### config.mk
export PLATFORM = sky130hd
export DESIGN_NAME = pbhp_port
export DESIGN_NICKNAME = d
export VERILOG_FILES = /design/src/pbhp_pkg.sv /design/src/pbhp_fifo.sv /design/src/pbhp_port.sv
export SDC_FILE = /design/constraint.sdc
export NUM_CORES = 1
export LEC_CHECK = 0
export BUFFER_PORTS_ARGS = -buffer_cell sky130_fd_sc_hd__clkbuf_2
export CAP_MARGIN = 15
export CORE_MARGIN = 10
export CORE_UTILIZATION = 35
export CTS_CLUSTER_DIAMETER = 100
export DETAILED_ROUTE_END_ITERATION = 8
export GPL_TIMING_DRIVEN = 0
export SETUP_SLACK_MARGIN = 0.02
export SYNTH_ARGS = -nofsm -noshare
export SYNTH_HDL_FRONTEND = slang
export SYNTH_SLANG_ARGS = --single-unit
### constraint.sdc
create_clock -name MCLK -period 1.85 [get_ports MCLK]
set_input_delay 0.2775 -clock MCLK [delete_from_list [all_inputs] [get_ports MCLK]]
set_output_delay 0.2775 -clock MCLK [all_outputs]
set_load 0.03 [all_outputs]
### src/pbhp_pkg.sv
// Package for the parallel byte handshake port: modes, timing counts, carriers.
// Assumes a 100 MHz core clock; no other file defines these values.
package pbhp_pkg;
	localparam int CLK_PERIOD_NS = 10;
	// Block sizes in bytes per decoder type
	localparam logic [4:0] BLOCK_BYTES_AUDIO = 5'h1E;
	localparam logic [4:0] BLOCK_BYTES_SPEECH = 5'h0A;
	// Download mode: ready pulled low again no sooner than this after strobe release
	localparam int READY_MIN_NS = 400;
	localparam int READY_MIN_CYC = (READY_MIN_NS + CLK_PERIOD_NS - 1) / CLK_PERIOD_NS;
	// Block mode: end-of-block low time before re-arming
	localparam int EOB_HOLD_NS = 1500;
	localparam int EOB_HOLD_CYC = (EOB_HOLD_NS + CLK_PERIOD_NS - 1) / CLK_PERIOD_NS;
	localparam int FIFO_DEPTH = 8;
	localparam int BYTE_W = 8;
	typedef enum logic [1:0] {PBHP_MODE_BLOCK, PBHP_MODE_DOWNLOAD, PBHP_MODE_OUTPUT} pbhp_mode_t;
	typedef struct packed {
		logic [7:0] data;
		logic last;
	} pbhp_word_t;
endpackage

### src/pbhp_fifo.sv
// Small flip-flop FIFO with valid/ready on both sides.
// Assumes a single clock and an asynchronous active-low reset copy.
`timescale 1ns/10ps
`default_nettype none
module pbhp_fifo #(
	parameter int WIDTH = 9,
	parameter int DEPTH = 8
) (
	// Clock and reset
	input wire logic clk,
	input wire logic rst_n,
	// Fill side
	input wire logic in_valid,
	output logic in_ready,
	input wire logic [WIDTH-1:0] in_data,
	// Drain side
	output logic out_valid,
	input wire logic out_ready,
	output logic [WIDTH-1:0] out_data
);
	localparam int AW = $clog2(DEPTH);
	logic [WIDTH-1:0] mem [DEPTH];
	logic [AW-1:0] wr_ptr, rd_ptr, next_wr_ptr, next_rd_ptr;
	logic [AW:0] count, next_count;
	logic push, pop;
	always_comb
	begin
		push = in_valid && in_ready;
		pop = out_valid && out_ready;
		next_wr_ptr = push ? wr_ptr + AW'(1) : wr_ptr;
		next_rd_ptr = pop ? rd_ptr + AW'(1) : rd_ptr;
		next_count = count + (AW+1)'(push) - (AW+1)'(pop);
	end
	always_ff @(posedge clk or negedge rst_n)
	begin
		if (!rst_n)
		begin
			wr_ptr <= '0;
			rd_ptr <= '0;
			count <= '0;
		end
		else
		begin
			wr_ptr <= next_wr_ptr;
			rd_ptr <= next_rd_ptr;
			count <= next_count;
		end
	end
	// Storage needs no reset; valid guards every read
	always_ff @(posedge clk)
	begin
		if (push)
			mem[wr_ptr] <= in_data;
	end
	assign in_ready = count != (AW+1)'(DEPTH);
	assign out_valid = count != '0;
	assign out_data = mem[rd_ptr];
endmodule
`default_nettype wire

### src/pbhp_port.sv
// Parallel byte handshake port, device side: block, download and output modes.
// Assumes pins arrive asynchronous to MCLK; core logic drains RX_* and fills TX_*.
// How it works
// - Request rise: sample data, pull ready low
// - End-of-block low after full block taken
// - Block is 30 audio or 10 speech bytes
// - Download: ready low until byte written
// - Sample on strobe fall, ready high after rise
// - Device alone re-arms ready for next byte
// - Output direction only when software enables
// - Byte-available low while byte held, until read
// - Data driven from strobe fall to rise
`timescale 1ns/10ps
`default_nettype none
module pbhp_port (
	// Clock and reset
	input wire logic MCLK,
	input wire logic RESETN,
	// Configuration from core
	input wire pbhp_pkg::pbhp_mode_t MODE,
	input wire logic OUTPUT_ENABLE,
	input wire logic SPEECH_MODE,
	// Port pins
	input wire logic TRANSFER_REQUEST,
	input wire logic BYTE_STROBE_N,
	input wire logic [7:0] PARALLEL_DATA_LINES_IN,
	output logic [7:0] PARALLEL_DATA_LINES_OUT,
	output logic PARALLEL_DATA_LINES_OE,
	output logic READY_TO_RECEIVE_N,
	output logic BYTE_AVAILABLE_N,
	output logic END_OF_BLOCK_N,
	// Received bytes to core
	output logic RX_VALID,
	input wire logic RX_READY,
	output logic [7:0] RX_DATA,
	output logic RX_LAST,
	// Bytes from core for output
	input wire logic TX_VALID,
	output logic TX_READY,
	input wire logic [7:0] TX_DATA
);
	logic rst_s1, rst_n;
	always_ff @(posedge MCLK or negedge RESETN)
	begin
		if (!RESETN)
		begin
			rst_s1 <= 1'b0;
			rst_n <= 1'b0;
		end
		else
		begin
			rst_s1 <= 1'b1;
			rst_n <= rst_s1;
		end
	end

	// Three-stage pin synchronisers; a change counts when stages 2 and 3 agree
	logic [2:0] req_s, stb_s;
	logic req, stb_n, req_prev, stb_prev;
	logic next_req, next_stb_n;
	always_comb
	begin
		next_req = (req_s[1] == req_s[2]) ? req_s[2] : req;
		next_stb_n = (stb_s[1] == stb_s[2]) ? stb_s[2] : stb_n;
	end
	always_ff @(posedge MCLK or negedge rst_n)
	begin
		if (!rst_n)
		begin
			req_s <= 3'h0;
			stb_s <= 3'h7;
			req <= 1'b0;
			stb_n <= 1'b1;
			req_prev <= 1'b0;
			stb_prev <= 1'b1;
		end
		else
		begin
			req_s <= {req_s[1:0], TRANSFER_REQUEST};
			stb_s <= {stb_s[1:0], BYTE_STROBE_N};
			req <= next_req;
			stb_n <= next_stb_n;
			req_prev <= req;
			stb_prev <= stb_n;
		end
	end
	logic req_rise, stb_fall, stb_rise;
	assign req_rise = req && !req_prev;
	assign stb_fall = !stb_n && stb_prev;
	assign stb_rise = stb_n && !stb_prev;

	// Data bus sampled through two flops; host holds it well past our latency
	logic [7:0] din_a, din_b;
	always_ff @(posedge MCLK or negedge rst_n)
	begin
		if (!rst_n)
		begin
			din_a <= 8'h00;
			din_b <= 8'h00;
		end
		else
		begin
			din_a <= PARALLEL_DATA_LINES_IN;
			din_b <= din_a;
		end
	end

	typedef enum logic [2:0] {S_IDLE, S_BLK_WAIT, S_BLK_ACK, S_BLK_END, S_DL_READY,
		S_DL_STROBE, S_DL_GAP, S_OUT} pbhp_state_t;
	pbhp_state_t state, next_state;
	logic [4:0] byte_cnt, next_byte_cnt;
	logic [8:0] timer, next_timer;
	logic rtr_n, next_rtr_n, eob_n, next_eob_n;
	// A rise seen while the FIFO is full must not be lost, so it is held as armed
	logic armed, next_armed;
	logic avail_n, next_avail_n, drive, next_drive;
	logic [7:0] dout, next_dout;
	logic wr_valid, wr_ready, wr_last;
	logic [7:0] wr_data;
	logic [4:0] block_len;
	logic out_on;

	// Speech decoding uses the short block
	assign block_len = SPEECH_MODE ? pbhp_pkg::BLOCK_BYTES_SPEECH : pbhp_pkg::BLOCK_BYTES_AUDIO;
	assign out_on = (MODE == pbhp_pkg::PBHP_MODE_OUTPUT) && OUTPUT_ENABLE;

	always_comb
	begin
		next_state = state;
		next_byte_cnt = byte_cnt;
		next_timer = (timer != 9'h000) ? timer - 9'h001 : timer;
		next_rtr_n = rtr_n;
		next_eob_n = eob_n;
		next_avail_n = avail_n;
		next_drive = drive;
		next_dout = dout;
		next_armed = armed || !req;
		wr_valid = 1'b0;
		wr_last = 1'b0;
		wr_data = din_b;
		TX_READY = 1'b0;
		unique case (state)
			S_IDLE:
			begin
				next_rtr_n = 1'b1;
				next_avail_n = 1'b1;
				next_drive = 1'b0;
				next_eob_n = 1'b1;
				next_byte_cnt = 5'h00;
				if (MODE == pbhp_pkg::PBHP_MODE_BLOCK)
					next_state = S_BLK_WAIT;
				else if (MODE == pbhp_pkg::PBHP_MODE_DOWNLOAD)
					next_state = S_DL_READY;
				else if (out_on)
					next_state = S_OUT;
			end
			S_BLK_WAIT:
			begin
				if (req && armed && wr_ready)
				begin
					next_armed = 1'b0;
					wr_valid = 1'b1;
					wr_last = (byte_cnt == block_len - 5'h01);
					next_rtr_n = 1'b0;
					next_state = S_BLK_ACK;
				end
				else if (MODE != pbhp_pkg::PBHP_MODE_BLOCK)
					next_state = S_IDLE;
			end
			S_BLK_ACK:
			begin
				// Ready released after one cycle low; a full FIFO delays the next byte instead
				next_rtr_n = 1'b1;
				if (byte_cnt == block_len - 5'h01)
				begin
					next_byte_cnt = 5'h00;
					next_eob_n = 1'b0;
					next_timer = 9'(pbhp_pkg::EOB_HOLD_CYC);
					next_state = S_BLK_END;
				end
				else
				begin
					next_byte_cnt = byte_cnt + 5'h01;
					next_state = S_BLK_WAIT;
				end
			end
			S_BLK_END:
			begin
				// Re-arm only after request is low
				if (timer == 9'h000 && !req)
				begin
					next_eob_n = 1'b1;
					next_state = S_BLK_WAIT;
				end
			end
			S_DL_READY:
			begin
				// Device pulls ready low when FIFO has room
				next_rtr_n = !wr_ready;
				if (stb_fall && !rtr_n && wr_ready)
				begin
					wr_valid = 1'b1;
					next_state = S_DL_STROBE;
				end
				else if (MODE != pbhp_pkg::PBHP_MODE_DOWNLOAD)
					next_state = S_IDLE;
			end
			S_DL_STROBE:
			begin
				if (stb_rise)
				begin
					next_rtr_n = 1'b1;
					next_timer = 9'(pbhp_pkg::READY_MIN_CYC);
					next_state = S_DL_GAP;
				end
			end
			S_DL_GAP:
			begin
				if (timer == 9'h000)
					next_state = S_DL_READY;
			end
			S_OUT:
			begin
				// Load a byte and flag it
				if (avail_n && TX_VALID && stb_n)
				begin
					TX_READY = 1'b1;
					next_dout = TX_DATA;
					next_avail_n = 1'b0;
				end
				// Drive only inside a read strobe
				if (stb_fall && !avail_n)
					next_drive = 1'b1;
				if (stb_rise && drive)
				begin
					next_drive = 1'b0;
					next_avail_n = 1'b1;
				end
				if (!out_on && !drive)
					next_state = S_IDLE;
			end
			default:
				next_state = S_IDLE;
		endcase
	end

	always_ff @(posedge MCLK or negedge rst_n)
	begin
		if (!rst_n)
		begin
			state <= S_IDLE;
			byte_cnt <= 5'h00;
			timer <= 9'h000;
			rtr_n <= 1'b1;
			eob_n <= 1'b1;
			avail_n <= 1'b1;
			drive <= 1'b0;
			dout <= 8'h00;
			armed <= 1'b0;
		end
		else
		begin
			armed <= next_armed;
			state <= next_state;
			byte_cnt <= next_byte_cnt;
			timer <= next_timer;
			rtr_n <= next_rtr_n;
			eob_n <= next_eob_n;
			avail_n <= next_avail_n;
			drive <= next_drive;
			dout <= next_dout;
		end
	end

	assign READY_TO_RECEIVE_N = rtr_n;
	assign END_OF_BLOCK_N = eob_n;
	assign BYTE_AVAILABLE_N = avail_n;
	assign PARALLEL_DATA_LINES_OE = drive;
	assign PARALLEL_DATA_LINES_OUT = dout;

	pbhp_pkg::pbhp_word_t fifo_in, fifo_out;
	logic fifo_valid;
	assign fifo_in = '{data: wr_data, last: wr_last};
	pbhp_fifo #(.WIDTH(pbhp_pkg::BYTE_W + 1), .DEPTH(pbhp_pkg::FIFO_DEPTH)) u_rx_fifo (
		.clk(MCLK),
		.rst_n(rst_n),
		.in_valid(wr_valid),
		.in_ready(wr_ready),
		.in_data(fifo_in),
		.out_valid(fifo_valid),
		.out_ready(RX_READY),
		.out_data(fifo_out)
	);
	assign RX_VALID = fifo_valid;
	assign RX_DATA = fifo_out.data;
	assign RX_LAST = fifo_out.last;

	// Bus driven only while a read strobe is seen low
	drive_in_strobe_a: assert property (@(posedge MCLK) disable iff (!rst_n)
		$rose(drive) |-> $past(stb_fall)) else $error("data driven without strobe fall");
	input_release_a: assert property (@(posedge MCLK) disable iff (!rst_n)
		(state != S_OUT) |-> !drive) else $error("data driven in input mode");
	ready_after_req_a: assert property (@(posedge MCLK) disable iff (!rst_n)
		(state == S_BLK_WAIT && req && armed && wr_ready) |=> !rtr_n) else $error("ready missing");
	eob_block_a: assert property (@(posedge MCLK) disable iff (!rst_n)
		$fell(eob_n) |-> $past(byte_cnt) == block_len - 5'h01) else $error("early end");
	dl_ready_hold_a: assert property (@(posedge MCLK) disable iff (!rst_n)
		(state == S_DL_STROBE) |-> !rtr_n || stb_rise) else $error("ready rose early");
	avail_hold_a: assert property (@(posedge MCLK) disable iff (!rst_n)
		$rose(avail_n) |-> $past(stb_rise) && $past(drive)) else $error("avail dropped");
	out_gate_a: assert property (@(posedge MCLK) disable iff (!rst_n)
		$fell(avail_n) |-> $past(out_on)) else $error("output not enabled");
	dl_gap_a: assert property (@(posedge MCLK) disable iff (!rst_n)
		$rose(rtr_n) && state == S_DL_GAP |-> ##1 rtr_n [*8]) else $error("gap short");
endmodule
`default_nettype wire

==> impl_results.md <==
* First-pass GRT wire length at 19300 um
* Pre-CTS WS at -833 ps
* WP data required at 2160 ps
* Sequential-to-total area share from yosys stat at 67.2%
* Yosys top cell area share at 37.8%
* Clk_skew at 13.2 ps
* DRT antenna net count at 0
* Crit-path max FO at 5
* CP Capture Type: register
* Pwr Density at 1630 nW/um2
* CTS Root Cell: clkbuf_16
* Final setup violation count at 89
* Async SR Flop Fraction at 48.2%
* Vias per cell at 4.93
* Setup TNS at -35590 ps
* I/O pins at 49
* Hold Path Class: in -> reg
* Top cells by count, synth: edfxtp_1 (72), dfrtp_1 (59), nand2_1 (22), mux2_2 (19), mux4_2 (18)
* Core region area at 15900 um2
* Clk sinks at 139
* Total GRT Usage at 11.3%
* Slew Viols, Final at 0
* Max Freq at 429 MHz
* Slew @ Worst Pin at 880 ps
* Die Y at 148 um
* Row count at 46
* Relative slew slack at 41.3%
* Crit share post-route at 126%
* Synth area leader: edfxtp_1
* Setup crit start kind: register
* Pin count of the biggest net entering global routing at 66
* Synthesized Nets at 406
* Max-cap violations at 0
* Routability cong. at 0.859
* Slowest CP cell: fa_2
* Diodes inserted at 0
* Initial core utilization at 35.9%
* DRT Pass-1 Iters at 4
* Grt total ovfl at 0
* Final instance area at 7830 um2
* Hold Path Origin: TX_DATA[2]
* Initial antenna violation count at 0
* Cell Area, Synth at 5720 um2
* Die W at 148 um
* Hpwl dp at 7500 um
* Via count at 3473
* Worst path cell trace: ha_4, nor3b_4, or4b_4, a21oi_4, buf_12, ha_4, inv_2, fa_2, inv_2
* DR DRC count at 0
* I/O Buffers at 48
* Unique masters post-synth at 58
* Cells after synthesis at 368
* Peak supply drop at 709 uV
* Nets@finish at 514
* Die Area at 21900 um2
* Yosys warns at 0
* Most frequent cell after synthesis: edfxtp_1
* Total Wirelength at 12100 um
* Cell Area, Placed at 6420 um2
* Clock Latency Late Sink at 410 ps
* Non-Filler Instances at 705
* Min Hold Slack at 104 ps
* Crit path largest cell delay at 510 ps
* Outcome: finished with violations
* Buffer depth of the longest clock path at 2
* Clock transition at path regs at 60 ps
* Initial drt markers at 153
* Cell count after placement at 632
* Num CTS Buffers at 17
* Syn avg cell area at 15.6 um2
* Fin. Hold Viols at 0
* Filler cells at 1339
* Worst Setup SP: u_rx_fifo.count[3]
* Worst path top cell family by delay: adder cells
* Failing checks: setup timing
* Critical path buffers and inverters at 3
* P_leak at 3.05 nW
* Final WS setup at -484 ps
* EDFF count, synth at 72
* CTS tree: done
* Main synth FF type: edfxtp_1
* Layout cells sized above 1 at 44.6%
* #FFs+latches synth at 139
* Critical Path AT at 2640 ps
* RR Startpoint: u_rx_fifo.count[3]
* Layout area overhead at 36.9%
* Fin crit period at 2330 ps
* Critical path type: reg -> reg
* Vias in the first global route at 3614
* Drt wl/cell at 17.2 um
* H-tree levels at 4
* RSZ-0062 raised after global routing: true
* Top cells by area, synth: edfxtp_1 (38%), dfrtp_1 (26%), mux4_2 (7.1%)
[final cells by class]
cell class | count | area (um2) | area share [%]
sequential | 139 | 3850 | 49.2
buffer | 12 | 125 | 1.60
clock inverter | 11 | 168 | 2.14
timing repair buffer | 93 | 852 | 10.9
clock buffer | 21 | 450 | 5.75
inverter | 15 | 56.3 | 0.719
multi-input combinational | 198 | 2060 | 26.3
tap | 216 | 270 | 3.45
[routing by layer]
| layer | vias to the layer above | wire length [um] | track usage, % |
|---|---|---|---|
| li1 | 1607 | - | - |
| met1 | 1772 | 5140 | 13.1 |
| met2 | 82 | 6330 | 18.8 |
| met3 | 12 | 511 | 4.37 |
| met4 | 0 | 119 | 3.96 |
| met5 | - | 0 | 0 |
[metrics by stage]
stage / utilization [%] / power, mW
floorplan: - / 7.15
global placement: 40.3 / 7.96
detailed placement: 40.3 / 8.08
CTS: 48.3 / 12.6
global route: 49.1 / 13.5
finish: 49.1 / 12.8
[placed cells by master, fill, tap and decap left out, types with 4 or more instances in the layout]
| cell type | netlist | routed |
|---|---|---|
| a21oi_1 | 6 | 4 |
| buf_12 | 0 | 9 |
| buf_4 | 0 | 15 |
| buf_6 | 0 | 14 |
| buf_8 | 0 | 10 |
| bufinv_16 | 0 | 4 |
| clkbuf_1 | 8 | 5 |
| clkbuf_16 | 0 | 18 |
| clkbuf_2 | 0 | 38 |
| dfrtp_1 | 59 | 57 |
| dfstp_2 | 8 | 8 |
| dlygate4sd3_1 | 0 | 11 |
| edfxtp_1 | 72 | 72 |
| ha_1 | 11 | 8 |
| inv_1 | 15 | 10 |
| inv_2 | 0 | 5 |
| mux2_2 | 19 | 9 |
| mux2_4 | 2 | 12 |
| mux4_2 | 18 | 18 |
| nand2_1 | 22 | 20 |
| nand3_1 | 10 | 8 |
| nor2_1 | 14 | 10 |
| nor2_4 | 1 | 4 |
| nor2b_1 | 4 | 4 |
| nor3b_4 | 0 | 5 |
| o21ai_0 | 12 | 10 |
| xnor2_1 | 6 | 5 |
| xor2_1 | 4 | 4 |
[worst paths after layout]
kind	end	slack, ps	cells past startpoint
max in group asynchronous	state[2]	800	0
worst min register to register	din_b[4]	350	0
worst max-delay path	u_rx_fifo.count[1]	-480	9
worst max register to register	u_rx_fifo.count[1]	-480	9
min in group asynchronous	rst_n	200	2
worst min-delay path	PARALLEL_DATA_LINES_OUT[2]	100	2
[worst register-to-register path, cell delays in order, from the launching register on]
cell and delay (ps):
dfrtp_1 400, ha_4 170, nor3b_4 150, or4b_4 500
a21oi_4 160, buf_12 150, ha_4 130, inv_2 30
fa_2 510, inv_2 30
[cells by family (layout without fill, tap and decap cells)]
| family | count (synthesis) | in the layout | synth area share (%) |
|---|---|---|---|
| compound gates | 47 | 47 | 6.14 |
| xor+xnor | 10 | 10 | 1.53 |
| fa+ha+maj | 14 | 14 | 3.10 |
| buf+inv | 31 | 152 | 2.16 |
| flops | 139 | 139 | 67.2 |
| mux | 40 | 40 | 11.5 |
| other cells | 1 | 1 | 0.0655 |
| simple gates | 86 | 86 | 8.22 |
[report_power, final]
part	internal, mW	switching (mW)	leakage (nW)
logic	2.59	2.34	1.32
clock network	2.29	1.23	0.298
registers	3.76	0.580	1.44
[registers in the layout, indices dropped and copies added (netlist names), 3 cells and up]
name and flops:
u_rx_fifo.rd_ptr 3, byte_cnt 5, u_rx_fifo.count 4, PARALLEL_DATA_LINES_OUT 8, state 3, u_rx_fifo.wr_ptr 3, u_rx_fifo.mem 72, req_s 3
din_b 8, timer 9, stb_s 3, din_a 8
[repair_timing]
item	4_1_cts	5_1_grt
setup endpoints to repair	117	109
endpoints found under the hold margin	12	0
pin swaps	21	11
hold buffers	11	0
buffers inserted	27	7
gates resized for setup	64	28
gates cloned	0	1
No activity file was read; power rests on OpenSTA's default activity.
